--- config.mk ---
export PLATFORM = sky130hd
export DESIGN_NAME = dual_sar_adc_conversion_sequencer
export DESIGN_NICKNAME = d
export VERILOG_FILES = /design/src/design/sar_seq_pkg.sv /design/src/design/dual_sar_adc_conversion_sequencer.sv
export SDC_FILE = /design/constraint.sdc
export NUM_CORES = 1
export LEC_CHECK = 0
export BUFFER_PORTS_ARGS = -buffer_cell sky130_fd_sc_hd__buf_2
export CAP_MARGIN = 30
export CELL_PAD_IN_SITES_DETAIL_PLACEMENT = 0
export CELL_PAD_IN_SITES_GLOBAL_PLACEMENT = 2
export CORE_MARGIN = 3
export CORE_UTILIZATION = 34
export DETAILED_ROUTE_END_ITERATION = 16
export PLACE_DENSITY_LB_ADDON = 0.08
export SLEW_MARGIN = 0
export SYNTH_ARGS = -nofsm -noshare
export SYNTH_HDL_FRONTEND = slang
export SYNTH_SLANG_ARGS = --single-unit
--- constraint.sdc ---
create_clock -name mclk -period 3.09 [get_ports mclk]
set_clock_uncertainty 0.05 [all_clocks]
set_input_delay 0.309 -clock mclk [delete_from_list [all_inputs] [get_ports mclk]]
set_output_delay 0.309 -clock mclk [all_outputs]
set_load 0.02 [all_outputs]
--- src/design/sar_seq_pkg.sv ---
// Shared constants and carriers for the dual SAR conversion sequencer
package sar_seq_pkg;

  localparam int unsigned RESULT_BITS = 18;
  localparam int unsigned CONV_EDGES = 19;
  localparam logic [4:0] EDGE_CNT_RESET = 5'h00;
  localparam logic [4:0] LAST_DECISION_EDGE = 5'h11;
  localparam logic [4:0] TRACK_EDGE = 5'h12;
  localparam logic [4:0] MSB_POS = 5'h11;
  localparam logic [17:0] MSB_TRIAL = 18'h2_0000;
  localparam logic [17:0] CODE_RESET = 18'h0_0000;

  // Convert rates the sequencer is sized for, in Hz
  localparam int unsigned RATE_MIN_HZ = 48000;
  localparam int unsigned RATE_NOM_HZ = 192000;
  localparam int unsigned RATE_MAX_HZ = 222000;
  localparam int unsigned MCLK_HZ = 250000000;
  // Longest convert period, in mclk cycles; the sequencer itself has no timeout
  localparam int unsigned CONV_PERIOD_MAX_CYC = MCLK_HZ / RATE_MIN_HZ;

  typedef enum logic [1:0] {
    ST_TRACK = 2'b00,
    ST_CONVERT = 2'b01,
    ST_LOCKOUT = 2'b10
  } seq_state_e;

  typedef struct packed {
    logic left;
    logic right;
  } dual_bit_s;

  typedef struct packed {
    logic [17:0] left;
    logic [17:0] right;
  } dual_word_s;

endpackage : sar_seq_pkg

--- src/design/dual_sar_adc_conversion_sequencer.sv ---
// Conversion sequencer for a dual 18-bit successive-approximation converter
//
// Behaviour
// [RL1] Convert rising edge starts a conversion and holds both channels together.
// [RL2] Controller drops convert low at least 50ns before the 19th clock edge.
// [RL3] Controller should keep convert high about 81ns at 192kHz rate.
// [RL4] Only conversion clock rising edges act; duty cycle does not matter.
// [RL5] Controller captures serial data on conversion clock rising edges.
// [RL6] Exactly 19 clock edges per conversion; later edges ignored until next convert.
// [RL7] From the 19th edge both sample-and-holds track until next convert edge.
// [RL8] Controller should stop the clock after the 19th edge.
// [RL9] No clock edge in guard after convert; first edge decides the MSB.
// [RL10] Any idle gap between conversions is accepted, no maximum.
// [RL11] Convert rates from 48kHz to 222kHz, nominal 192kHz, are supported.
// [RL12] Results are 18-bit two's complement.
// [RL13] Bits resolve MSB to LSB, one per clock, kept unless overshooting.
// [RL14] Both channels test the same bit each interval from one sequencer.
// [RL15] Each serial bit appears one clock after its decision is latched.
// [RL16] Two serial streams, one per channel, 18 bits MSB first.
// [RL17] Clock lockout holds from the 19th edge until next convert edge.
module dual_sar_adc_conversion_sequencer (
  input wire logic mclk,
  input wire logic rst,
  input wire logic convert_cmd,
  input wire logic conversion_clock_in,
  input wire sar_seq_pkg::dual_bit_s comp_keep,
  output sar_seq_pkg::dual_word_s dac_code,
  output logic sample_hold,
  output logic serial_left,
  output logic serial_right,
  output sar_seq_pkg::dual_word_s result,
  output logic result_valid,
  output logic clock_lockout,
  output logic busy
);

  logic conv_sync1;
  logic conv_sync2;
  logic conv_prev;
  logic cclk_sync1;
  logic cclk_sync2;
  logic cclk_prev;
  sar_seq_pkg::seq_state_e state;
  sar_seq_pkg::seq_state_e next_state;
  logic [4:0] edge_cnt;
  logic [4:0] next_edge_cnt;
  logic [17:0] code [2];
  logic [17:0] res [2];
  logic ser [2];
  logic last_dec [2];
  logic keep [2];

  // Both pins come from outside; two flops before any edge detection
  always_ff @(posedge mclk or posedge rst) begin
    if (rst) begin
      conv_sync1 <= 1'b0;
      conv_sync2 <= 1'b0;
      conv_prev <= 1'b0;
    end else begin
      conv_sync1 <= convert_cmd;
      conv_sync2 <= conv_sync1;
      conv_prev <= conv_sync2;
    end
  end

  // [RL11] Any level held two mclk cycles is seen, far above the fastest rate
  // Reset to the idle low level, so no false clock edge follows reset
  always_ff @(posedge mclk or posedge rst) begin
    if (rst) begin
      cclk_sync1 <= 1'b0;
      cclk_sync2 <= 1'b0;
      cclk_prev <= 1'b0;
    end else begin
      cclk_sync1 <= conversion_clock_in;
      cclk_sync2 <= cclk_sync1;
      cclk_prev <= cclk_sync2;
    end
  end

  wire conv_rise = conv_sync2 & ~conv_prev;
  // [RL4] Rising edges only
  wire cclk_rise = cclk_sync2 & ~cclk_prev;
  // [RL6] Edges count only while converting; a convert edge wins a tie
  wire conv_edge = cclk_rise & (state == sar_seq_pkg::ST_CONVERT) & ~conv_rise;
  wire take_bit = conv_edge & (edge_cnt <= sar_seq_pkg::LAST_DECISION_EDGE);
  wire shift_out = conv_edge & (edge_cnt != sar_seq_pkg::EDGE_CNT_RESET);
  wire track_edge = conv_edge & (edge_cnt == sar_seq_pkg::TRACK_EDGE);
  wire [4:0] bit_pos = sar_seq_pkg::MSB_POS - edge_cnt;

  // Comparator verdicts come from same-clock logic, so they are not synchronised
  assign keep[0] = comp_keep.left;
  assign keep[1] = comp_keep.right;

  // Guard and convert pulse timing are the controller's duty and are not checked
  // [RL1] Convert edge restarts regardless of state
  // [RL10] No timeout on the idle gap
  always_comb begin
    next_state = state;
    next_edge_cnt = edge_cnt;
    if (conv_rise) begin
      next_state = sar_seq_pkg::ST_CONVERT;
      next_edge_cnt = sar_seq_pkg::EDGE_CNT_RESET;
    end else if (track_edge) begin
      next_state = sar_seq_pkg::ST_LOCKOUT;
    end else if (conv_edge) begin
      next_edge_cnt = edge_cnt + 5'h01;
    end
  end

  always_ff @(posedge mclk or posedge rst) begin
    if (rst) begin
      state <= sar_seq_pkg::ST_TRACK;
    end else begin
      state <= next_state;
    end
  end

  always_ff @(posedge mclk or posedge rst) begin
    if (rst) begin
      edge_cnt <= sar_seq_pkg::EDGE_CNT_RESET;
    end else begin
      edge_cnt <= next_edge_cnt;
    end
  end

  // [RL7] Hold from convert edge, track from the 19th edge
  wire next_sample_hold = (next_state == sar_seq_pkg::ST_CONVERT);
  // [RL17] Lockout stays until the next convert edge
  wire next_clock_lockout = (next_state == sar_seq_pkg::ST_LOCKOUT);

  always_ff @(posedge mclk or posedge rst) begin
    if (rst) begin
      sample_hold <= 1'b0;
    end else begin
      sample_hold <= next_sample_hold;
    end
  end

  // Busy mirrors the hold flop but keeps its own flop, so both leave a register
  always_ff @(posedge mclk or posedge rst) begin
    if (rst) begin
      busy <= 1'b0;
    end else begin
      busy <= next_sample_hold;
    end
  end

  always_ff @(posedge mclk or posedge rst) begin
    if (rst) begin
      clock_lockout <= 1'b0;
    end else begin
      clock_lockout <= next_clock_lockout;
    end
  end

  // One-cycle strobe in the cycle the new result first stands
  always_ff @(posedge mclk or posedge rst) begin
    if (rst) begin
      result_valid <= 1'b0;
    end else begin
      result_valid <= track_edge;
    end
  end

  // [RL14] One shared count steers both channel ranks
  for (genvar ch = 0; ch < 2; ch++) begin : g_chan
    wire is_msb = (bit_pos == sar_seq_pkg::MSB_POS);
    // [RL12] Offset-binary search, MSB inverted gives two's complement
    wire dec_bit = keep[ch] ^ is_msb;
    wire [17:0] final_word = {~code[ch][17], code[ch][16:0]};

    // [RL9] MSB trial is set up at the convert edge; first clock decides it
    // [RL13] Drop the trial bit on overshoot, then trial the next one down
    always_ff @(posedge mclk or posedge rst) begin
      if (rst) begin
        code[ch] <= sar_seq_pkg::CODE_RESET;
      end else if (conv_rise) begin
        code[ch] <= sar_seq_pkg::MSB_TRIAL;
      end else if (take_bit) begin
        code[ch][bit_pos] <= keep[ch];
        if (bit_pos != 5'h00) begin
          code[ch][bit_pos - 5'h01] <= 1'b1;
        end
      end
    end

    // A convert edge never meets take_bit, so the decision needs no clear
    always_ff @(posedge mclk or posedge rst) begin
      if (rst) begin
        last_dec[ch] <= 1'b0;
      end else if (take_bit) begin
        last_dec[ch] <= dec_bit;
      end
    end

    // [RL15] Serial bit lags its decision by one conversion clock
    // [RL16] MSB first on each channel's own stream
    always_ff @(posedge mclk or posedge rst) begin
      if (rst) begin
        ser[ch] <= 1'b0;
      end else if (conv_rise) begin
        ser[ch] <= 1'b0;
      end else if (shift_out) begin
        ser[ch] <= last_dec[ch];
      end
    end

    // Result holds through lockout and any idle gap
    always_ff @(posedge mclk or posedge rst) begin
      if (rst) begin
        res[ch] <= sar_seq_pkg::CODE_RESET;
      end else if (track_edge) begin
        res[ch] <= final_word;
      end
    end
  end

  assign dac_code.left = code[0];
  assign dac_code.right = code[1];
  assign result.left = res[0];
  assign result.right = res[1];
  assign serial_left = ser[0];
  assign serial_right = ser[1];

endmodule : dual_sar_adc_conversion_sequencer

## After elaboration in Yosys (flattened, before gate mapping)

Index checks and enable logic that the tools add are counted.
Widths: inputs -> output; s select.

- Flip-flop bits (word level): 92
- Latch bits: 0
- Bits in writable memories: 0
- Memory bits (read-only): 0
- Bits of input ports: 6
- Output and inout bits: 78
- Word-level logic and storage cells: 78
- Memories: 0

- $add $sub $neg: 3
- Multipliers: 0
- Divide/modulo/power cells: 0
- Magnitude comparators: 5
- Equal/unequal tests: 6
- Shift operators: 0
- Mux-type cells: 21
- Bitwise gates (word level): 16
- Reductions and logical operators: 8

Operator list:

| cell | number |
|---|---|
| $mux 18 | 6 |
| $bwmux 18 | 2 |
| $or 18x18->18 | 2 |
| $mux 5 | 3 |
| $lt 5x6->1 const B | 2 |
| $demux 1 s5 | 2 |
| $eq 5x5->1 const B | 2 |
| $ge 5x1->1 const B | 2 |
| $reduce_bool 5->1 | 2 |
| $and 1x1->1 | 7 |
| $mux 1 | 6 |
| $reduce_bool 2->1 | 3 |
| $add 5x1->5 const B | 1 |
| $le 5x5->1 const B | 1 |
| $not 1->1 | 5 |
| $sub 5x1->5 const B | 1 |
| $sub 5x5->5 const A | 1 |
| $eq 2x1->1 const B | 2 |
| $mux 2 | 2 |
| $eq 2x2->1 const B | 1 |
| $logic_and 1x1->1 | 2 |
| $ne 2x2->1 const B | 1 |
| $reduce_and 2->1 | 1 |
| $xor 1x1->1 | 2 |

## Depth between registers and ports, before layout

- Word-level depth: 10
- Depth in mapped cells: 10
- Gate-level depth less buffers: 8

## Least setup slack after synthesis

OpenSTA, ideal clock, no wires.

- Kind: reg-to-reg
- Start point: register edge_cnt[1]
- End point: register code, in the netlist dac_code[11]
- Setup time: 0.126 ns
- Data arrival time: 2.061 ns
- Data required time: 2.914 ns
- Slack: 0.853 ns
- Cell stages (with the launch flop): 10
- Path buffers: 1
- Period minus slack after synthesis: 2.237 ns
- Path through: dfrtp_1 > inv_1 > ha_1 > buf_6 > nor2_2 > a21boi_4 > o32ai_4 > nor3b_2 > a21oi_1 > a221o_1

- Cells in the longest elaborated chain, start to end: 10
- Elaborated cells between the ends (all ways): 21
- Those cells by class: add/sub (2); order compare (5); mux (8); bitwise (2); reduce/logical (4)

Ends and longest elaborated chain:

| item | line | source |
|---|---|---|
| from (decl) | dual_sar_adc_conversion_sequencer.sv:45 | `logic [4:0] edge_cnt;` |
| from (signal assigned) | dual_sar_adc_conversion_sequencer.sv:120 | `edge_cnt <= sar_seq_pkg::EDGE_CNT_RESET;` |
| from (signal assigned) | dual_sar_adc_conversion_sequencer.sv:122 | `edge_cnt <= next_edge_cnt;` |
| $sub 5x5->5 | dual_sar_adc_conversion_sequencer.sv:88 | `wire [4:0] bit_pos = sar_seq_pkg::MSB_POS - edge_cnt;` |
| $sub 5x1->5 (tied with other cells) | dual_sar_adc_conversion_sequencer.sv:182 | `code[ch][bit_pos - 5'h01] <= 1'b1;` |
| $lt 5x6->1 (not written as such) (tied with other cells) | dual_sar_adc_conversion_sequencer.sv:182 |  |
| $logic_and 1x1->1 (not written as such) or $mux 1 (tied branches) | dual_sar_adc_conversion_sequencer.sv:182, dual_sar_adc_conversion_sequencer.sv:180 |  |
| $mux 1 (not written as such) or $demux 1 s5 (tied branches) | dual_sar_adc_conversion_sequencer.sv:182, dual_sar_adc_conversion_sequencer.sv:180 |  |
| $demux 1 s5 or $bwmux 18 (tied branches) | dual_sar_adc_conversion_sequencer.sv:182, dual_sar_adc_conversion_sequencer.sv:180 |  |
| $or 18x18->18 (no line) | n/a |  |
| $mux 18 | dual_sar_adc_conversion_sequencer.sv:181 | `if (bit_pos != 5'h00) begin` |
| $mux 18 | dual_sar_adc_conversion_sequencer.sv:179 | `end else if (take_bit) begin` |
| $mux 18 | dual_sar_adc_conversion_sequencer.sv:177 | `end else if (conv_rise) begin` |
| to (signal, indexed assignment) | dual_sar_adc_conversion_sequencer.sv:176 | `code[ch] <= sar_seq_pkg::CODE_RESET;` |
| to (signal, indexed assignment) | dual_sar_adc_conversion_sequencer.sv:178 | `code[ch] <= sar_seq_pkg::MSB_TRIAL;` |
| to (signal, indexed assignment) | dual_sar_adc_conversion_sequencer.sv:180 | `code[ch][bit_pos] <= keep[ch];` |
| to (decl) | dual_sar_adc_conversion_sequencer.sv:47 | `logic [17:0] code [2];` |

Parallel ways exist; a longest one is shown, timed or not. The select of a mux whose other input is x is not followed.
A chain may end at the register's enable or synchronous reset.

## Worst setup path in the final report

- Start point: register edge_cnt[1]
- End point: register code, in the netlist dac_code[23]

The elaborated chain is that of the path after synthesis.

==> summary.md <==
| Metric | Value |
|---|---|
| Worst hold path class | `in -> reg` |
| ANT nets after route | `0` |
| Peak Freq | `0.3525 GHz` |
| Layout cell share with drive strength beyond 1 | `24.95%` |
| Unrepaired setup endpoints after global routing | `no` |
| Relative slew slack | `55.04%` |
| Status | `finished, final reports clean` |
| Die height | `approximately 120 um` |
| CP arrival | `3.07 ns` |
| Iter 0 DRT Violations | `242` |
| Final #Nets | `approximately 550` |
| Via total after detailed routing | `about 3.5k` |
| TritonCTS clock tree | `done` |
| Setup crit end kind | `flip-flop` |
| Post-synth top cells | `nand2_1 (130), dfrtp_1 (92), buf_4 (36)` |
| Setup violators final | `0` |
| Largest net degree at the start of global routing | `50` |
| Synth top area cells | `dfrtp_1 (50%), nand2_1 (11%), buf_4 (5.8%), o221a_1 (2.9%), ha_1 (2.7%)` |
| #FFs+latches synth | `92` |
| Reg-to-Reg Start | `edge_cnt[1]` |
| Post-synth top area cell | `dfrtp_1` |
| Setup TNS Final | `0 ns` |
| Clock Path Buffers | `2` |
| Largest fanout on the critical path | `11` |
| CP startpoint kind | `flip-flop` |
| Max Cap Violations | `0` |
| IO buf count | `83` |
| Synthesized Nets | `498` |
| R2r endpoint | `dac_code[23]` |
| Clock latency on the worst-skew pair | `0.35 ns` |
| Hold Vio Cnt, Final | `0` |
| Number of synthesized flops with an enable pin | `0` |
| Cell family with most CP delay | `simple AND/OR/NAND/NOR gates` |
| Final wirelength | `approximately 12000 um` |
| Layout Cells excl Fill | `717` |
| Syn-to-layout area delta | `14.95%` |
| HPWL Detailed | `about 9000 um` |
| Static leakage | `2.743 nW` |
| Post-route cell area | `between 5000 and 6000 um2` |
| Antenna diode count | `0` |
| TritonCTS Buffers | `9` |
| Drt first pass iters | `4` |
| Hold path depth | `1` |
| Cells after Synth | `482` |
| First-pass GRT wire length | `19610 um` |
| Synth warn | `0` |
| Total power | `approximately 0.0031 W` |
| Vias in the first global route | `3543` |
| Worst vdd ir | `0.2627 mV` |
| Async S/R FF share, synth | `100.0%` |
| DRC viols | `0` |
| Yosys top cell area share | `between 40% and 50%` |
| Die Wd | `122.8 um` |
| CTS H-tree lvls | `3` |
| Global placement routability congestion | `0.8745` |
| Number of library cell types mapped by synthesis | `58` |
| Minimum hold slack | `about 0.018 ns` |
| Core area | `13300 um2` |
| Count leader, synth | `nand2_1` |
| Die ar. | `15070 um2` |
| Final Max Tran Viols | `0` |
| R2r setup slk | `0.25 ns` |
| Num Clock Sinks | `92` |
| Grt ovf | `0` |
| Post-CTS Setup Bufs | `0` |
| # rows | `42` |
| Top-Level Pins | `84` |
| CP Buf/Inv Count | `1` |
| Reg2reg path depth | `7` |
| Clock transition at path regs | `0.07 ns` |
| Initial antenna violation count | `0` |
| Hold_sp | `convert_cmd` |
| WL/cell | `approximately 17 um` |
| CTS root buf | `clkbuf_16` |
| Placed Area | `5037 um2` |
| Syn Std Cell Area | `about 4600 um2` |
| Sequential-to-total area share from yosys stat | `49.66%` |
| Avg Vias per Cell | `4.865` |
| Most used flip-flop cell after synthesis | `dfrtp_1` |
| CP max stage cell | `ha_1` |
| Power Density | `580.9 nW/um2` |
| Actual slew at the worst max-slew pin | `0.6714 ns` |
| Worst path cell trace | `inv_1 > ha_1 > nor2b_1 > o2bb2ai_2 > and3_1 > o2bb2ai_1 > o221a_1` |
| CP Data Required Time | `3.32 ns` |
| Crit share post-route | `91.81%` |
| CP Class | `reg -> reg` |
| Worst min-delay path endpoint | `conv_sync1` |
| Tot GR Track Use | `about 17%` |
| Max stage delay on crit path | `0.57 ns` |
| Placed cells | `700` |
| Syn_area_per_cell | `9.618 um2` |
| Initial core utilization | `roughly a third` |
| Min Clock Period, post-route | `2.837 ns` |
-- state kept, by name, summed over array words and instances (netlist names) --
name           flops
dac_code          36
result            36
edge_cnt           5
last_dec           2
state              2
busy               1
cclk_prev          1
cclk_sync1         1
cclk_sync2         1
clock_lockout      1
conv_prev          1
conv_sync1         1
conv_sync2         1
result_valid       1
serial_left        1
serial_right       1
-- power breakdown --
group          switching, W  internal (W)  total, W  leakage [nW]
registers         0.0000711       0.00127   0.00134          1.24
logic              0.000473      0.000243  0.000716          1.36
clock network      0.000453      0.000587   0.00104         0.142
-- layout by cell type (no fill, tap or decap), types with 2 or more instances in the layout --
master     instances
xnor2_1            8
buf_4             16
a2bb2oi_1          2
nor3_2             2
a31oi_1            4
clkbuf_8           2
dfrtp_1           92
ha_1              10
xor2_1             2
o221a_1           12
o21ai_1            6
o21ai_0           13
a221o_1            8
inv_1              8
buf_2             83
nand4_1            4
nor2_2             2
clkinv_2           3
and2_1             7
nand3_1           20
a21boi_0           2
or2_1              3
o2bb2ai_1          2
a211oi_1           2
nand2_1          130
a221oi_1           2
nor2_1            17
inv_2              2
and3_1             5
clkbuf_16          9
nand2b_1           7
o21a_1             2
xnor2_2            2
a21oi_1           13
nor2b_1           10
-- stage by stage --
step,utilization [%],worst slack (ns)
floorplan,-,0.3390
global placement,37.89,0.3050
detailed placement,37.89,0.2356
CTS,40.07,0.2252
global route,40.08,0.1288
finish,40.08,0.2529
-- layer usage --
layer | vias to the layer above | share of wire [%] | GRT usage (%)
li1 | 1704 | - | -
met1 | 1704 | 48 | 23.78
met2 | 67 | 46 | 26.79
met3 | 13 | 4.1 | 3.226
met4 | 0 | 1.6 | 6.648
met5 | - | 0 | 0
-- how the worst max path moves through the flow --
stage	from	end	slack [ns]	depth (start not counted)
2_1_floorplan	rst	busy	0.34	1
3_3_place_gp	edge_cnt[1]	dac_code[18]	0.31	8
3_5_place_dp	edge_cnt[1]	dac_code[18]	0.24	8
4_1_cts	edge_cnt[1]	dac_code[18]	0.23	8
5_1_grt	edge_cnt[1]	dac_code[18]	0.13	8
6_report	edge_cnt[1]	dac_code[23]	0.25	7
-- cells by family (layout without fill, tap and decap cells) --
family          Yosys count  in the layout  share of synthesized area (%)
xor+xnor                 12             12                          2.591
compound gates           83             83                          14.47
fa+ha+maj                10             10                          2.699
buf+inv                  69            128                          9.015
simple gates            216            216                          21.57
flops                    92             92                          49.66
-- final cells by class --
type                            instances  area [um2]
Fill cell                            1357        7966
Sequential cell                        92        2302
Multi-Input combinational cell        321        1917
Timing Repair Buffer                  101       565.5
Clock buffer                           12       256.5
Tap cell                              176       220.2
Inverter                               11       43.79
Clock inverter                          4       23.77
-- repair_timing --
action,CTS,global route
resized for setup,0,1
hold buffers,1,0
hold endpoints to repair,15,0
setup endpoints to repair,0,1
(Power assumes the default switching activity.)
